File: src/verilog/ppm_pkg.sv
package ppm_pkg;
    // ------------------------------------------------------------------
    // register map
    // ------------------------------------------------------------------
    localparam logic [15:0] ADDR_INT_DATA  = 16'h0F80;
    localparam logic [15:0] ADDR_PWM_DATA  = 16'h0F81;
    localparam logic [15:0] ADDR_PWM_DIR   = 16'h0F82;
    localparam logic [15:0] ADDR_ANA_DATA  = 16'h0F83;
    localparam logic [15:0] ADDR_DSP_DATA  = 16'h0F84;
    localparam logic [15:0] ADDR_DSP_DIR   = 16'h0F85;
    localparam logic [15:0] ADDR_SYNC_DATA = 16'h0F86;
    localparam logic [15:0] ADDR_RST_CTRL  = 16'h0F87;
    localparam logic [15:0] ADDR_DSP_FSEL  = 16'h0F91;
    // ------------------------------------------------------------------
    // reset values
    // ------------------------------------------------------------------
    localparam logic [7:0] RST_LATCH8 = 8'hFF;
    localparam logic [6:0] RST_LATCH7 = 7'h7F;
    localparam logic [1:0] RST_LATCH2 = 2'h3;
    localparam logic [7:0] RST_DIR    = 8'h00;
    localparam logic [7:0] RST_FSEL   = 8'h00;
    // ------------------------------------------------------------------
    // field positions
    // ------------------------------------------------------------------
    localparam int ANA_PULSE_BIT = 2;
    localparam int SYNC_V_BIT    = 1;
    localparam int SYNC_H_BIT    = 0;
    localparam int EXT_INTERRUPT_THREE_BIT      = 0;
    // reset-pin drive length in cycles
    localparam logic [3:0] RST_OUT_CYCLES = 4'h8;

    typedef struct packed {
        logic [6:0]  int_latch;
        logic [7:0]  pwm_latch;
        logic [7:0]  pwm_dir;
        logic [7:0]  ana_latch;
        logic [7:0]  dsp_latch;
        logic [7:0]  dsp_dir;
        logic [1:0]  sync_latch;
        logic [7:0]  dsp_fsel;
        logic [7:0]  rdata;
        logic [3:0]  rst_cnt;
        logic [1:0]  rst_cause;
        logic [7:0]  pwm_o;
        logic [7:0]  pwm_oe;
        logic [7:0]  ana_o;
        logic [7:0]  dsp_o;
        logic [7:0]  dsp_oe;
        logic [1:0]  sync_o;
        logic [6:0]  int_o;
        logic        rst_pin_oe;
        logic        ext_interrupt_three_in;
        logic        rc_in;
        logic [3:0]  cmp_in;
        logic [1:0]  sync_in;
    } ppm_state_s;
endpackage

File: src/verilog/ppm_port_mux.sv
// The plain strobed port was left to the implementer.
`timescale 1ns/1ps
// How it works
// RULE_01: each pwm port bit has its own direction bit, input or three-state output.
// RULE_02: under reset both direction registers clear, so every bit is an input.
// RULE_03: software sets a pwm port latch bit to one before using it as pwm output.
// RULE_04: pwm port bit 0 carries the wide pwm output, bits 1 to 7 the narrow ones.
// RULE_05: analog port latch bits stay one for inputs, comparator, pwm and pulse use.
// RULE_06: analog bits 7..4 feed comparators, bit 2 gives pulse, bits 1..0 pwm.
// RULE_07: each display port bit has its own direction; upper half tri-state, lower strong. The code drives all eight bits alike.
// RULE_08: software sets select bits 7 to 4 to route display colour and blanking out.
// RULE_09: display bit 7 gives focus/blank, bits 6, 5, 4 give blue, green, red.
// RULE_10: sync port bit 1 takes vertical and bit 0 horizontal sync, latches at one.
// RULE_11: interrupt port bit 0 is external interrupt three or the remote input.
// RULE_12: an external clock enters the oscillator input pin, output pin left open.
// RULE_13: the reset pin is an input and is driven on watchdog, trap and clock reset.
// RULE_14: the board holds the test pin low in normal operation.
// RULE_15: interrupt port latch bits stay one for inputs, timer, remote and interrupt use.
// RULE_16: a latch bit of zero pulls the pin low, one releases it to the outside level.
module ppm_port_mux (
    // ------------------------------------------------------------------
    // clock, reset and register bus
    // ------------------------------------------------------------------
    input  wire logic        CLOCK_I,
    input  wire logic        SRST_I,
    input  wire logic [15:0] ADDR_I,
    input  wire logic [7:0]  WDATA_I,
    input  wire logic        WR_I,
    input  wire logic        RD_I,
    output logic      [7:0]  RDATA_O,
    // ------------------------------------------------------------------
    // port pins
    // ------------------------------------------------------------------
    input  wire logic [6:0]  INT_PORT_I,
    output logic      [6:0]  INT_PORT_O,
    input  wire logic [7:0]  PWM_PORT_I,
    output logic      [7:0]  PWM_PORT_O,
    output logic      [7:0]  PWM_PORT_OE_O,
    input  wire logic [7:0]  ANA_PORT_I,
    output logic      [7:0]  ANA_PORT_O,
    input  wire logic [7:0]  DSP_PORT_I,
    output logic      [7:0]  DSP_PORT_O,
    output logic      [7:0]  DSP_PORT_OE_O,
    input  wire logic [1:0]  SYNC_PORT_I,
    output logic      [1:0]  SYNC_PORT_O,
    // ------------------------------------------------------------------
    // peripheral outputs routed to pins
    // ------------------------------------------------------------------
    input  wire logic [7:0]  PWM_GEN_I,
    input  wire logic [1:0]  ANA_PWM_GEN_I,
    input  wire logic        PULSE_GEN_I,
    input  wire logic [3:0]  DSP_COLOUR_I,
    // ------------------------------------------------------------------
    // reset sources and reset pin
    // ------------------------------------------------------------------
    input  wire logic        WDT_RESET_I,
    input  wire logic        TRAP_RESET_I,
    input  wire logic        CLK_RESET_I,
    input  wire logic        RESET_PIN_I,
    output logic             RESET_PIN_OE_O,
    // ------------------------------------------------------------------
    // pin inputs routed to peripherals
    // ------------------------------------------------------------------
    output logic             EXT_INT_THREE_O,
    output logic             REMOTE_CTRL_O,
    output logic      [3:0]  COMPARATOR_O,
    output logic      [1:0]  SYNC_IN_O
);

    // ------------------------------------------------------------------
    // state
    // ------------------------------------------------------------------
    ppm_pkg::ppm_state_s s_reg;
    ppm_pkg::ppm_state_s s_next;
    logic [7:0] pwm_pin;
    logic [7:0] dsp_pin;
    logic [7:0] dsp_src;

    // ------------------------------------------------------------------
    // pin level seen by software
    // ------------------------------------------------------------------
    function automatic logic [7:0] pin_level(input logic [7:0] oe,
                                             input logic [7:0] drv,
                                             input logic [7:0] ext);
        pin_level = (oe & drv) | (~oe & ext);
    endfunction

    // ------------------------------------------------------------------
    // next state
    // ------------------------------------------------------------------
    always_comb begin
        s_next = s_reg;
        // ------------------------------------------------------------------
        // register writes
        // ------------------------------------------------------------------
        if (WR_I) begin
            unique case (ADDR_I)
                ppm_pkg::ADDR_INT_DATA:  s_next.int_latch  = WDATA_I[6:0];
                ppm_pkg::ADDR_PWM_DATA:  s_next.pwm_latch  = WDATA_I;
                ppm_pkg::ADDR_PWM_DIR:   s_next.pwm_dir    = WDATA_I; // RULE_01
                ppm_pkg::ADDR_ANA_DATA:  s_next.ana_latch  = WDATA_I;
                ppm_pkg::ADDR_DSP_DATA:  s_next.dsp_latch  = WDATA_I;
                ppm_pkg::ADDR_DSP_DIR:   s_next.dsp_dir    = WDATA_I; // RULE_07
                ppm_pkg::ADDR_SYNC_DATA: s_next.sync_latch = WDATA_I[1:0];
                ppm_pkg::ADDR_DSP_FSEL:  s_next.dsp_fsel   = WDATA_I;
                default: ;
            endcase
        end
        // ------------------------------------------------------------------
        // register reads, pins return outside level
        // ------------------------------------------------------------------
        s_next.rdata = 8'h00;
        if (RD_I) begin
            unique case (ADDR_I)
                ppm_pkg::ADDR_INT_DATA:  s_next.rdata = {1'b0, INT_PORT_I & s_reg.int_latch};
                ppm_pkg::ADDR_PWM_DATA:  s_next.rdata = pwm_pin;
                ppm_pkg::ADDR_PWM_DIR:   s_next.rdata = s_reg.pwm_dir;
                ppm_pkg::ADDR_ANA_DATA:  s_next.rdata = ANA_PORT_I & s_reg.ana_o; // RULE_16
                ppm_pkg::ADDR_DSP_DATA:  s_next.rdata = dsp_pin;
                ppm_pkg::ADDR_DSP_DIR:   s_next.rdata = s_reg.dsp_dir;
                ppm_pkg::ADDR_SYNC_DATA: s_next.rdata = {6'h00, SYNC_PORT_I & s_reg.sync_latch};
                ppm_pkg::ADDR_RST_CTRL:  s_next.rdata = {5'h00, RESET_PIN_I, s_reg.rst_cause};
                ppm_pkg::ADDR_DSP_FSEL:  s_next.rdata = s_reg.dsp_fsel;
                default:                 s_next.rdata = 8'h00;
            endcase
        end
        // ------------------------------------------------------------------
        // pin drive
        // ------------------------------------------------------------------
        s_next.pwm_oe = s_reg.pwm_dir; // RULE_01
        s_next.pwm_o  = s_reg.pwm_latch & PWM_GEN_I; // RULE_04
        s_next.ana_o  = s_reg.ana_latch; // RULE_16
        s_next.ana_o[1:0] = s_reg.ana_latch[1:0] & ANA_PWM_GEN_I; // RULE_06
        s_next.ana_o[ppm_pkg::ANA_PULSE_BIT] =
            s_reg.ana_latch[ppm_pkg::ANA_PULSE_BIT] & PULSE_GEN_I; // RULE_06
        s_next.dsp_oe = s_reg.dsp_dir; // RULE_07
        s_next.dsp_o  = dsp_src; // RULE_09
        s_next.sync_o = s_reg.sync_latch; // RULE_16
        s_next.int_o  = s_reg.int_latch; // RULE_16
        // ------------------------------------------------------------------
        // input routing to peripherals
        // ------------------------------------------------------------------
        s_next.ext_interrupt_three_in = INT_PORT_I[ppm_pkg::EXT_INTERRUPT_THREE_BIT]
                         & s_reg.int_latch[ppm_pkg::EXT_INTERRUPT_THREE_BIT]; // RULE_11
        s_next.rc_in   = s_next.ext_interrupt_three_in; // RULE_11
        s_next.cmp_in  = ANA_PORT_I[7:4]; // RULE_06
        s_next.sync_in = {SYNC_PORT_I[ppm_pkg::SYNC_V_BIT] & s_reg.sync_latch[1],
                          SYNC_PORT_I[ppm_pkg::SYNC_H_BIT] & s_reg.sync_latch[0]}; // RULE_10
        // ------------------------------------------------------------------
        // reset pin output
        // ------------------------------------------------------------------
        if (WDT_RESET_I || TRAP_RESET_I || CLK_RESET_I) begin
            s_next.rst_cnt   = ppm_pkg::RST_OUT_CYCLES; // RULE_13
            s_next.rst_cause = {TRAP_RESET_I, WDT_RESET_I};
        end else if (s_reg.rst_cnt != 4'h0) begin
            s_next.rst_cnt = s_reg.rst_cnt - 4'h1;
        end
        s_next.rst_pin_oe = (s_next.rst_cnt != 4'h0); // RULE_13
        // ------------------------------------------------------------------
        // reset
        // ------------------------------------------------------------------
        if (SRST_I) begin
            s_next = '0;
            s_next.int_latch  = ppm_pkg::RST_LATCH7;
            s_next.pwm_latch  = ppm_pkg::RST_LATCH8;
            s_next.pwm_dir    = ppm_pkg::RST_DIR; // RULE_02
            s_next.ana_latch  = ppm_pkg::RST_LATCH8;
            s_next.dsp_latch  = ppm_pkg::RST_LATCH8;
            s_next.dsp_dir    = ppm_pkg::RST_DIR; // RULE_02
            s_next.sync_latch = ppm_pkg::RST_LATCH2;
            s_next.dsp_fsel   = ppm_pkg::RST_FSEL;
            s_next.pwm_o      = ppm_pkg::RST_LATCH8;
            s_next.ana_o      = ppm_pkg::RST_LATCH8;
            s_next.dsp_o      = ppm_pkg::RST_LATCH8;
            s_next.sync_o     = ppm_pkg::RST_LATCH2;
            s_next.int_o      = ppm_pkg::RST_LATCH7;
            s_next.rst_cause  = s_reg.rst_cause;
        end
    end

    // ------------------------------------------------------------------
    // display source select
    // ------------------------------------------------------------------
    for (genvar g = 0; g < 8; g++) begin : g_dsp_src
        if (g >= 4) begin : g_osd
            assign dsp_src[g] = s_reg.dsp_fsel[g] ? DSP_COLOUR_I[g - 4]
                                                  : s_reg.dsp_latch[g]; // RULE_08
        end else begin : g_port
            assign dsp_src[g] = s_reg.dsp_latch[g];
        end
    end

    // ------------------------------------------------------------------
    // pin levels for data reads
    // ------------------------------------------------------------------
    assign pwm_pin = pin_level(s_reg.pwm_oe, s_reg.pwm_o, PWM_PORT_I);
    assign dsp_pin = pin_level(s_reg.dsp_oe, s_reg.dsp_o, DSP_PORT_I);

    // ------------------------------------------------------------------
    // state register
    // ------------------------------------------------------------------
    always_ff @(posedge CLOCK_I) begin
        s_reg <= s_next;
    end

    // ------------------------------------------------------------------
    // outputs straight from flip-flops
    // ------------------------------------------------------------------
    assign RDATA_O         = s_reg.rdata;
    assign INT_PORT_O      = s_reg.int_o;
    assign PWM_PORT_O      = s_reg.pwm_o;
    assign PWM_PORT_OE_O   = s_reg.pwm_oe;
    assign ANA_PORT_O      = s_reg.ana_o;
    assign DSP_PORT_O      = s_reg.dsp_o;
    assign DSP_PORT_OE_O   = s_reg.dsp_oe;
    assign SYNC_PORT_O     = s_reg.sync_o;
    assign RESET_PIN_OE_O  = s_reg.rst_pin_oe;
    assign EXT_INT_THREE_O = s_reg.ext_interrupt_three_in;
    assign REMOTE_CTRL_O   = s_reg.rc_in;
    assign COMPARATOR_O    = s_reg.cmp_in;
    assign SYNC_IN_O       = s_reg.sync_in;
endmodule
File: config.mk
export PLATFORM = sky130hd
export DESIGN_NAME = ppm_port_mux
export DESIGN_NICKNAME = d
export VERILOG_FILES = /design/src/verilog/ppm_pkg.sv /design/src/verilog/ppm_port_mux.sv
export SDC_FILE = /design/constraint.sdc
export NUM_CORES = 1
export LEC_CHECK = 0
export ABC_AREA = 0
export BUFFER_PORTS_ARGS = -buffer_cell sky130_fd_sc_hd__buf_2
export CORE_AREA = 5 5 123 125
export CTS_CLUSTER_DIAMETER = 60
export DETAILED_ROUTE_END_ITERATION = 10
export DIE_AREA = 0 0 128 130
export PLACE_DENSITY = 0.73
export SYNTH_ARGS = -nofsm -noshare
export SYNTH_HDL_FRONTEND = slang
export SYNTH_SLANG_ARGS = --single-unit
export TNS_END_PERCENT = 10
File: constraint.sdc
create_clock -name CLOCK_I -period 4.9 [get_ports CLOCK_I]
set_clock_uncertainty 0.05 [all_clocks]
set_input_delay 0.98 -clock CLOCK_I [delete_from_list [all_inputs] [get_ports CLOCK_I]]
set_output_delay 0.98 -clock CLOCK_I [all_outputs]
set_load 0.005 [all_outputs]
# Word level (Yosys, flattened, before mapping)
# Cells that the tools add are included.
# classes
add_sub_neg	1
n_eq_ne	9
mux	7
bitwise	19
n_reduce_logical	14
# op_table
operator	n
== test 16 x 12 -> 1 bit (second input constant)	9
case mux 8 bit (9 select lines)	1
bitwise AND 8 bit	6
AND reduction 2 bit	9
NOT 8 bit	2
bitwise OR 8 bit	2
two-way mux 4 bit	2
nonzero test 4 bit	2
bitwise AND 7 bit	1
bitwise AND 1 bit	4
bitwise AND 2 bit	2
two-way mux 1 bit	4
subtractor 4 x 1 -> 4 bit (second input constant)	1
logical OR 1 bit	2
NOT 1 bit	2
OR reduction 2 bit	1
# word_totals
regBits	128
input_bits	80
elab_cells	72

# Logic depth before layout (Yosys ltp)
# Gate-level depths: netlist of the first run.
# depth
ltp_word	4
mapped_depth	7
ltp_nobuf	6

# Worst setup path before layout of the first run
# No wires, ideal clock.
# synth_path
path_kind	input port to flip-flop
start	in ADDR_I[2]
end	reg s_reg[119] (netlist bit)
t_arrival_ns	2.492
required_time_ns	4.730
slack_ns	2.238
path_stages	6
path_buffers	2
cell_sequence	buf_2 -> or4b_2 -> nor2_2 -> buf_4 -> nor2b_1 -> a211o_1
# synth_between
elab_chain_len	2
# synth_rtl
element	line_no	source
from (decl)	ppm_port_mux.sv:26	input wire logic [15:0] ADDR_I,
== test 16 x 12 -> 1 bit	ppm_port_mux.sv:97	unique case (ADDR_I)
AND reduction 2 bit (no source line)	n/a	
to (signal assigned)	ppm_port_mux.sv:203	s_reg <= s_next;
to (decl)	ppm_port_mux.sv:73	ppm_pkg::ppm_state_s s_reg;
# No other way between the ends.
# A chain may end at the register's enable or synchronous reset.

# Final worst setup path of the first run
# layout_path
start	in ADDR_I[13]
end	reg s_reg[83] (netlist bit)
# The elaborated chain is that of the path after synthesis.

==> reports/metrics.csv, run 1 <==
stage,metric,value,unit
job,Max Cap Violations,0,
clock_network,clock tree from TritonCTS,yes,
timing,Setup TNS,0,ns
clock_network,Post-CTS Setup Repair Bufs,0,
layout,Largest register FFs,59,
floorplan,Initial Utilization,39.6,%
setup_path,Worst setup EP type,register,
floorplan,Cell Rows,43,
setup_path,startpoint class of the critical path,input pin,
layout,FILL cells,1340,
setup_path,end of the critical path,s_reg[83],
global_route,GRT Overall Usage,17.9,%
routing,DR vias,4249,
routing,WL met2,7200,um
synthesis,Syn Nets,651,
setup_path,Critical Path RT,5.12,ns
global_route,vias in the first global route,4098,
clock_network,Root Buffer,clkbuf_16,
power_and_ir_drop,VDD IR max,225,uV
timing,RSZ-0062 raised after global routing,no,
setup_path,crit-path max FO,8,
setup_path,crit-path cells,"buf_2, nor4_1, nand4_1, nor2b_1, mux2i_1, nor2_1",
routing,Residual DRC,0,
floorplan,I/O pin total,146,
synthesis,Post-Synthesis Cells,570,
synthesis,mapped cell area,5450,um^2
setup_path,"Worst Path Class, Setup",input pin to register,
routing,Routed Antenna Nets,0,
setup_path,CP arrival,3.27,ns
clock_network,clock tree sinks,128,
synthesis,Syn Area/Cell,9.57,um^2
clock_network,clock buffer depth,2,
setup_path,worst setup path start,ADDR_I[13],
synthesis,post-synth top area cell,dfxtp_1,
global_route,first-pass GRT wire length,22700,um
layout,register area,2580,um^2
clock_network,CTS Hold Buffers Added,0,
routing,top layer reached by signal wires,met5,
synthesis,"EDFF count, synth",2,
timing,endpoints failing setup,0,
layout,Final Net Count,726,
timing,f_max,328,MHz
global_route,antenna violations before repair,1,
floorplan,Die H,130,um
routing,drt wl/cell,17.8,um
setup_path,r2r worst-path depth,5,
power_and_ir_drop,power density cells,393,nW/um^2
setup_path,Critical-path top delay cell,nor2b_1,
clock_network,H-tree depth,4,
power_and_ir_drop,Leak Pwr,0.00269,uW
global_route,remaining global-route overflow,0,
setup_path,Reg2Reg Setup Slack,3.43,ns
place,# port buffers,145,
timing,final worst path period share,62.2,%
place,Post-DP HPWL,10900,um
synthesis,"Async S/R FF share, synth",0,%
floorplan,core area,13800,um^2
timing,Worst slew margin,39.7,%
layout,layout cells sized above 1,33.5,%
routing,met1 wire length,6290,um
timing,post-layout minimum cycle time,3.05,ns
clock_network,"Clk Latency, worst-skew pair",0.42,ns
layout,multi-input logic area,2250,um^2
routing,DR WL met3,1170,um
routing,starting DRC count in detailed routing,318,
setup_path,worst r2r dst,RESET_PIN_OE_O,
synthesis,Yosys top cell area share,46.3,%
synthesis,"top cells by area, synth","dfxtp_1 (46%), buf_4 (9.2%), nor2b_1 (4.9%)",
synthesis,synthesis-stage register bit count,128,
synthesis,post-synth cell types,54,
hold_path,Hold Crit Class,register to register,
status,status,finished clean,
clock_network,clock slew at reported path FFs,0.06,ns
layout,post-route cell area,6470,um^2
clock_network,Num CTS Buffers,17,
timing,Final Max Tran Viols,0,
place,routability cong.,0.859,
timing,final hold violation count,0,
setup_path,reg2reg start,s_reg[60],
routing,DR pass1 iterations,5,
routing,final WL,14900,um
synthesis,post-synthesis sequential area ratio,47.4,%
place,DP Area,5820,um^2
global_route,largest net degree at the start of global routing,84,
setup_path,CP max stage delay,0.82,ns
timing,Slew @ Worst Pin,0.903,ns
clock_network,post-cts resize count,0,
floorplan,Die Wd,128,um
layout,area delta synth->final,18.6,%
layout,antenna cells,0,
routing,vias per cell,5.08,
floorplan,die area,16600,um^2
synthesis,top_reg_cell synth,dfxtp_1,
synthesis,total of warnings raised by yosys,0,
==> worst max-delay path: cells and delay by family <==
| family | cells | cell delay [ns] |
|---|---|---|
| multiplexers | 1 | 0.28 |
| buffers and inverters | 1 | 0.10 |
| AND/OR/NAND/NOR | 4 | 1.91 |
==> synth_stat cells, types with 3 or more instances <==
cell	instances
nor4b_1	3
a22oi_1	6
nor2b_1	43
mux2i_1	23
nand2b_1	6
mux2_2	12
a222oi_1	5
and3_1	3
clkbuf_1	16
nand3b_1	18
dfxtp_1	126
buf_1	4
a211o_1	19
a32oi_1	4
o211ai_1	3
a31oi_1	3
or2_2	20
nand4_1	4
buf_2	5
o21ai_0	5
a21oi_1	20
buf_4	67
a21o_1	11
nor2_1	28
nand2_1	70
nor4bb_1	3
nand3_1	9
==> area by class of cell <==
type | instances | share of cell area (%)
Multi-Input combinational cell | 347 | 34.8
Timing Repair Buffer | 149 | 11.7
Clock buffer | 19 | 7.18
Clock inverter | 12 | 2.81
Inverter | 2 | 0.116
Sequential cell | 128 | 39.9
Tap cell | 180 | 3.48
==> layout by cell type (no fill, tap or decap), drive strengths merged, types with 4 or more instances in the layout <==
| cell | n |
|---|---|
| a211o | 19 |
| a22oi | 6 |
| clkinvlp | 4 |
| or2 | 20 |
| nor2 | 29 |
| clkbuf | 19 |
| nand3 | 9 |
| bufinv | 4 |
| mux2 | 12 |
| buf | 149 |
| nand3b | 18 |
| a32oi | 4 |
| a21o | 11 |
| nor2b | 43 |
| dfxtp | 126 |
| a21oi | 20 |
| nand2b | 6 |
| a222oi | 5 |
| nand4 | 5 |
| mux2i | 23 |
| o21ai | 5 |
| nand2 | 70 |
==> worst min path at each step <==
stage,start,endpoint,slack [ns],cells after the start
after global routing,s_reg[74],s_reg[74],0.41,2
after global placement,dsp_src[1],DSP_PORT_O[1],0.37,1
after detailed placement,dsp_src[3],DSP_PORT_O[3],0.38,1
after CTS,dsp_src[3],DSP_PORT_O[3],0.39,1
final,dsp_src[3],DSP_PORT_O[3],0.39,1
after floorplan,s_reg[101],ANA_PORT_O[3],0.37,1
==> power breakdown <==
part           switching, uW  internal [uW]  total [uW]  leakage, uW
clock network            473            894        1370     0.000303
registers               4.49           1050        1060      0.00104
logic                   66.1           52.3         118      0.00134
==> kinds of logic (layout without fill, tap and decap cells) <==
kind of cell	count (synthesis)	after routing	synth area share, %
flops	128	128	47.4
simple gates	227	227	23.1
buf+inv	95	182	11.4
xor+xnor	1	1	0.161
fa+ha+maj	1	1	0.229
compound gates	83	83	11.0
mux	35	35	6.70
==> per-layer routing <==
metal	vias up	global-route usage, %
met4	2	6.43
met3	23	5.40
met5	-	0
met2	174	29.4
met1	1995	22.4
li1	2055	-
==> through the flow <==
stage | hold slack [ns] | setup slack, ns | util (%) | cells | total power (uW)
2_1_floorplan | 0.367 | 2.24 | - | 570 | 1140
3_3_place_gp | 0.370 | 1.59 | 42.3 | 806 | 1200
3_5_place_dp | 0.377 | 1.56 | 42.3 | 806 | 1200
4_1_cts | 0.394 | 1.97 | 47.0 | 837 | 2560
5_1_grt | 0.412 | 1.76 | 47.0 | 837 | 2630
6_report | 0.390 | 1.85 | 47.0 | 837 | 2540
No activity file was read; power rests on OpenSTA's default activity.
==> inputs of run 2 (changes only) <==
clock period = 2.95 ns   (was 4.9 ns; I/O delays follow)
==> run 2 against run 1 <==
  * First-iteration DRC count shrank 8.5%
  * Worst hold slack lost 0.073 ns
  * Routed wire length shrank 1.3%
  * Combinational power grew 67%
  * Register-to-register slack lost 1.9 ns
  * Sequential share of layout area shrank 0.15 points
  * Critical path type unchanged
  * Largest power group unchanged
==> reports/metrics.csv, run 2 (synthesis gave the netlist of run 1 again) <==
stage,metric,value,unit
floorplan,Die Wd,128,um
clock_network,H-tree depth,4,
clock_network,"Clk Latency, worst-skew pair",0.41,ns
clock_network,clock tree from TritonCTS,yes,
clock_network,Post-CTS Setup Repair Bufs,0,
clock_network,clock tree sinks,128,
routing,DR vias,4254,
routing,final WL,14700,um
power_and_ir_drop,VDD IR max,420,uV
layout,Final Net Count,735,
clock_network,CTS Hold Buffers Added,0,
setup_path,Worst Path Buf+Inv,2,
timing,RSZ-0062 raised after global routing,no,
power_and_ir_drop,Leak Pwr,0.00272,uW
clock_network,clock slew at reported path FFs,0.06,ns
setup_path,CP arrival,2.46,ns
timing,Worst slew margin,58.7,%
timing,Slew @ Worst Pin,0.614,ns
global_route,vias in the first global route,4116,
global_route,first-pass GRT wire length,22300,um
floorplan,die area,16600,um^2
place,Post-DP HPWL,11000,um
routing,starting DRC count in detailed routing,291,
clock_network,clock buffer depth,2,
global_route,remaining global-route overflow,0,
layout,Largest register FFs,59,
routing,Residual DRC,0,
timing,final worst path period share,75.8,%
setup_path,Critical-path top delay cell,nor4_1,
floorplan,Die H,130,um
setup_path,Worst setup EP type,register,
hold_path,Hold Crit Class,input pin to register,
status,status,finished clean,
setup_path,Critical Path RT,3.17,ns
layout,most frequent cells in the layout,"buf_2 (144), dfxtp_1 (126), nand2_1 (70)",
timing,final hold violation count,0,
layout,area delta synth->final,19.1,%
global_route,GRT Overall Usage,17.7,%
timing,f_max,447,MHz
floorplan,Initial Utilization,39.6,%
floorplan,Cell Rows,43,
setup_path,dominant delay contributor by cell family on the critical path,simple AND/OR/NAND/NOR gates,
setup_path,startpoint class of the critical path,input pin,
setup_path,"Worst Path Class, Setup",input pin to register,
clock_network,Root Buffer,clkbuf_16,
timing,endpoints failing setup,0,
setup_path,crit-path cells,"buf_2, nor4_1, nand4_1, nor2b_1, buf_4, mux2i_1, nor2_1",
job,Max Cap Violations,0,
timing,Setup TNS,0,ns
timing,Final Max Tran Viols,0,
setup_path,crit-path max FO,7,
power_and_ir_drop,power density cells,625,nW/um^2
power_and_ir_drop,Power Total,4060,uW
routing,vias per cell,5.02,
global_route,antenna violations before repair,3,
floorplan,core area,13800,um^2
clock_network,post-cts resize count,0,
clock_network,Num CTS Buffers,17,
global_route,largest net degree at the start of global routing,63,
place,# port buffers,145,
setup_path,CP max stage delay,0.56,ns
floorplan,I/O pin total,146,
layout,"most common cell after layout, fill and taps aside",buf_2,
routing,Routed Antenna Nets,0,
routing,drt wl/cell,17.4,um
layout,layout cells sized above 1,34.1,%
place,routability cong.,0.838,
routing,DR pass1 iterations,5,
timing,post-layout minimum cycle time,2.23,ns
-- run 2: metal layers --
layer | up-vias | track usage (%) | routed length (um)
li1 | 2079 | - | -
met1 | 2015 | 22.2 | 6360
met2 | 137 | 29.3 | 7140
met3 | 19 | 4.91 | 939
met4 | 4 | 6.62 | 270
met5 | - | 0 | 23
-- run 2: final cells by class --
cell class,count,area (um^2)
fillers,1363,7280
flip-flops and latches,128,2580
multi-input cells,347,2250
repair buffers,158,826
clock buffers,23,499
well taps,180,225
clock inverters,8,101
inverters,2,7.51
diodes,1,2.50
-- run 2: final timing paths --
check | cells past startpoint | slack (ns) | start | endpoint
worst max register to register | 5 | 1.50 | s_reg[60] | RESET_PIN_OE_O
worst min-delay path | 1 | 0.32 | WDT_RESET_I | s_reg[58]
worst min register to register | 1 | 0.39 | dsp_src[0] | DSP_PORT_O[0]
worst max-delay path | 7 | 0.72 | ADDR_I[13] | s_reg[85]
-- run 2: through the flow --
| step | util [%] | hold WS [ns] | std cells | setup WS [ns] | area (um^2) |
|---|---|---|---|---|---|
| global route | 47.1 | 0.301 | 847 | 0.467 | 6490 |
| detailed placement | 42.8 | 0.379 | 815 | 0.320 | 5890 |
| global placement | 42.8 | 0.370 | 815 | 0.389 | 5890 |
| floorplan | - | 0.367 | 570 | 0.678 | 5450 |
| finish | 47.1 | 0.317 | 847 | 0.715 | 6490 |
| CTS | 47.1 | 0.294 | 846 | 0.730 | 6490 |
-- run 2: report_power, final --
group          internal [uW]  switching [uW]
registers               1750            6.89
clock network           1360             744
logic                   87.2             110
total                   3200             861
==> inputs of run 3 (changes only) <==
PLACE_DENSITY = 0.75   (was 0.73)
clock period = 2 ns   (was 2.95 ns; I/O delays follow)
==> run 3 against run 2 <==
  * Via count is 3.4% higher
  * Sequential cell count is the same
  * Global-route usage grew 1.1 points
  * Cell count rose by 3.1%
  * Combinational power up 64%
  * Total power is 45% higher
  * Register-to-register slack got worse by 1.1 ns
  * Setup slack got worse by 0.49 ns
==> reports/metrics.csv, run 3 (synthesis gave the netlist of run 1 again) <==
stage,metric,value,unit
status,status,finished clean,
layout,post-route cell area,6700,um^2
global_route,vias in the first global route,4207,
setup_path,CP max stage delay,0.70,ns
clock_network,post-cts resize count,0,
clock_network,"Clk Latency, worst-skew pair",0.41,ns
clock_network,clock buffer depth,2,
clock_network,H-tree depth,4,
clock_network,CTS Hold Buffers Added,0,
place,Post-DP HPWL,11800,um
timing,final hold violation count,0,
global_route,first-pass GRT wire length,23400,um
timing,endpoints failing setup,0,
floorplan,I/O pin total,146,
setup_path,reg2reg start,DSP_PORT_OE_O[1],
power_and_ir_drop,VDD IR max,567,uV
clock_network,Root Buffer,clkbuf_16,
setup_path,Worst setup EP type,register,
clock_network,Post-CTS Setup Repair Bufs,0,
clock_network,Num CTS Buffers,17,
timing,RSZ-0062 raised after global routing,no,
routing,vias per cell,5.04,
hold_path,hold path startpoint,WDT_RESET_I,
setup_path,Reg2Reg Setup Slack,0.45,ns
setup_path,worst r2r dst,RDATA_O[1],
global_route,GRT Overall Usage,18.8,%
floorplan,die area,16600,um^2
floorplan,Die H,130,um
place,# port buffers,145,
hold_path,Hold Path Sink,s_reg[58],
clock_network,clock tree from TritonCTS,yes,
floorplan,Cell Rows,43,
place,routability cong.,0.898,
job,Max Cap Violations,0,
setup_path,CP arrival,2.05,ns
hold_path,Hold Crit Class,input pin to register,
timing,final worst path period share,88.6,%
floorplan,core area,13800,um^2
setup_path,crit-path max FO,8,
setup_path,r2r worst-path depth,4,
timing,Final Max Tran Viols,0,
timing,final hold slack,0.133,ns
floorplan,Initial Utilization,39.6,%
hold_path,hold depth,1,
routing,Routed Antenna Nets,0,
layout,layout cells sized above 1,36.7,%
timing,post-layout minimum cycle time,1.77,ns
layout,FILL cells,1310,
global_route,remaining global-route overflow,0,
routing,Residual DRC,0,
setup_path,Critical-path top delay cell,or4b_2,
layout,final core occ,48.6,%
routing,final WL,15600,um
timing,Slew @ Worst Pin,0.515,ns
routing,drt wl/cell,17.9,um
power_and_ir_drop,Leak Pwr,0.00285,uW
setup_path,crit-path cells,"buf_2, or4b_2, nor4_4, and2_1, nand2_1, a21oi_1",
global_route,antenna violations before repair,4,
routing,starting DRC count in detailed routing,326,
layout,Final Net Count,762,
place,DP Area,6130,um^2
global_route,largest net degree at the start of global routing,56,
power_and_ir_drop,power density cells,877,nW/um^2
setup_path,startpoint class of the critical path,input pin,
floorplan,Die Wd,128,um
setup_path,"Worst Path Class, Setup",input pin to register,
routing,DR pass1 iterations,6,
routing,DR vias,4397,
clock_network,clock slew at reported path FFs,0.05,ns
setup_path,Critical Path RT,2.28,ns
layout,"most common cell after layout, fill and taps aside",buf_2,
layout,area delta synth->final,22.8,%
power_and_ir_drop,Power Total,5870,uW
timing,f_max,564,MHz
layout,most frequent cells in the layout,"buf_2 (145), dfxtp_1 (126), nand2_1 (70)",
timing,Worst slew margin,65.2,%
clock_network,clock tree sinks,128,
layout,Largest register FFs,59,
==> run 3: cell count changes in the layout (fill, tap and decap cells not counted), moves of 2 or more <==
| cell | previous run | this run |
|---|---|---|
| clkbuf_8 | 3 | 6 |
| clkinvlp_4 | 3 | 1 |
| buf_4 | 14 | 38 |
| buf_12 | 0 | 2 |
==> run 3: worst max-delay path: cells and delay by family <==
family | cells | cell delay (ns)
simple gates | 4 | 1.37
compound gates | 1 | 0.16
buf+inv | 1 | 0.12
==> run 3: area by class of cell <==
type                    count  area [um^2]  area share [%]
flip-flops and latches    128         2580            38.6
repair buffers            185         1050            15.7
well taps                 180          225            3.36
clock inverters             5         52.6           0.785
diodes                      1         2.50          0.0374
multi-input cells         347         2260            33.7
clock buffers              25          515            7.70
inverters                   2         7.51           0.112
==> run 3: worst max path at each step <==
stage	from	to	slack [ns]	depth (start not counted)
CTS	ADDR_I[5]	s_reg[73]	0.26	6
global route	ADDR_I[5]	s_reg[78]	0.13	6
finish	ADDR_I[5]	s_reg[73]	0.23	6
detailed placement	ADDR_I[5]	s_reg[73]	-0.18	6
floorplan	ADDR_I[2]	s_reg[119]	-0.01	6
global placement	ADDR_I[5]	s_reg[72]	-0.09	6
==> run 3: layer usage <==
layer  wire length [um]  global-route usage, %  part of all wire [%]  up-vias
li1                   -                      -                     -     2119
met1               6410                   23.6                    41     2042
met2               7150                   28.8                    46      198
met3               1690                   8.06                    11       32
met4                362                   7.18                   2.3        6
met5                 33                      0                  0.21        -
==> run 3: stage by stage <==
stage                     cells  setup TNS, ns  setup WS, ns
final                       873              0         0.228
after global routing        873              0         0.131
after CTS                   872              0         0.255
after detailed placement    842          -2.59        -0.178
after global placement      842          -1.55       -0.0887
after floorplan             570        -0.0641       -0.0130
==> run 3: where the power goes <==
| group | switching (uW) | leakage (uW) | internal [uW] |
|---|---|---|---|
| Combinational | 176 | 0.00153 | 147 |
| Clock | 1060 | 0.000281 | 1890 |
| Sequential | 11.7 | 0.00104 | 2590 |
| Total | 1250 | 0.00285 | 4620 |
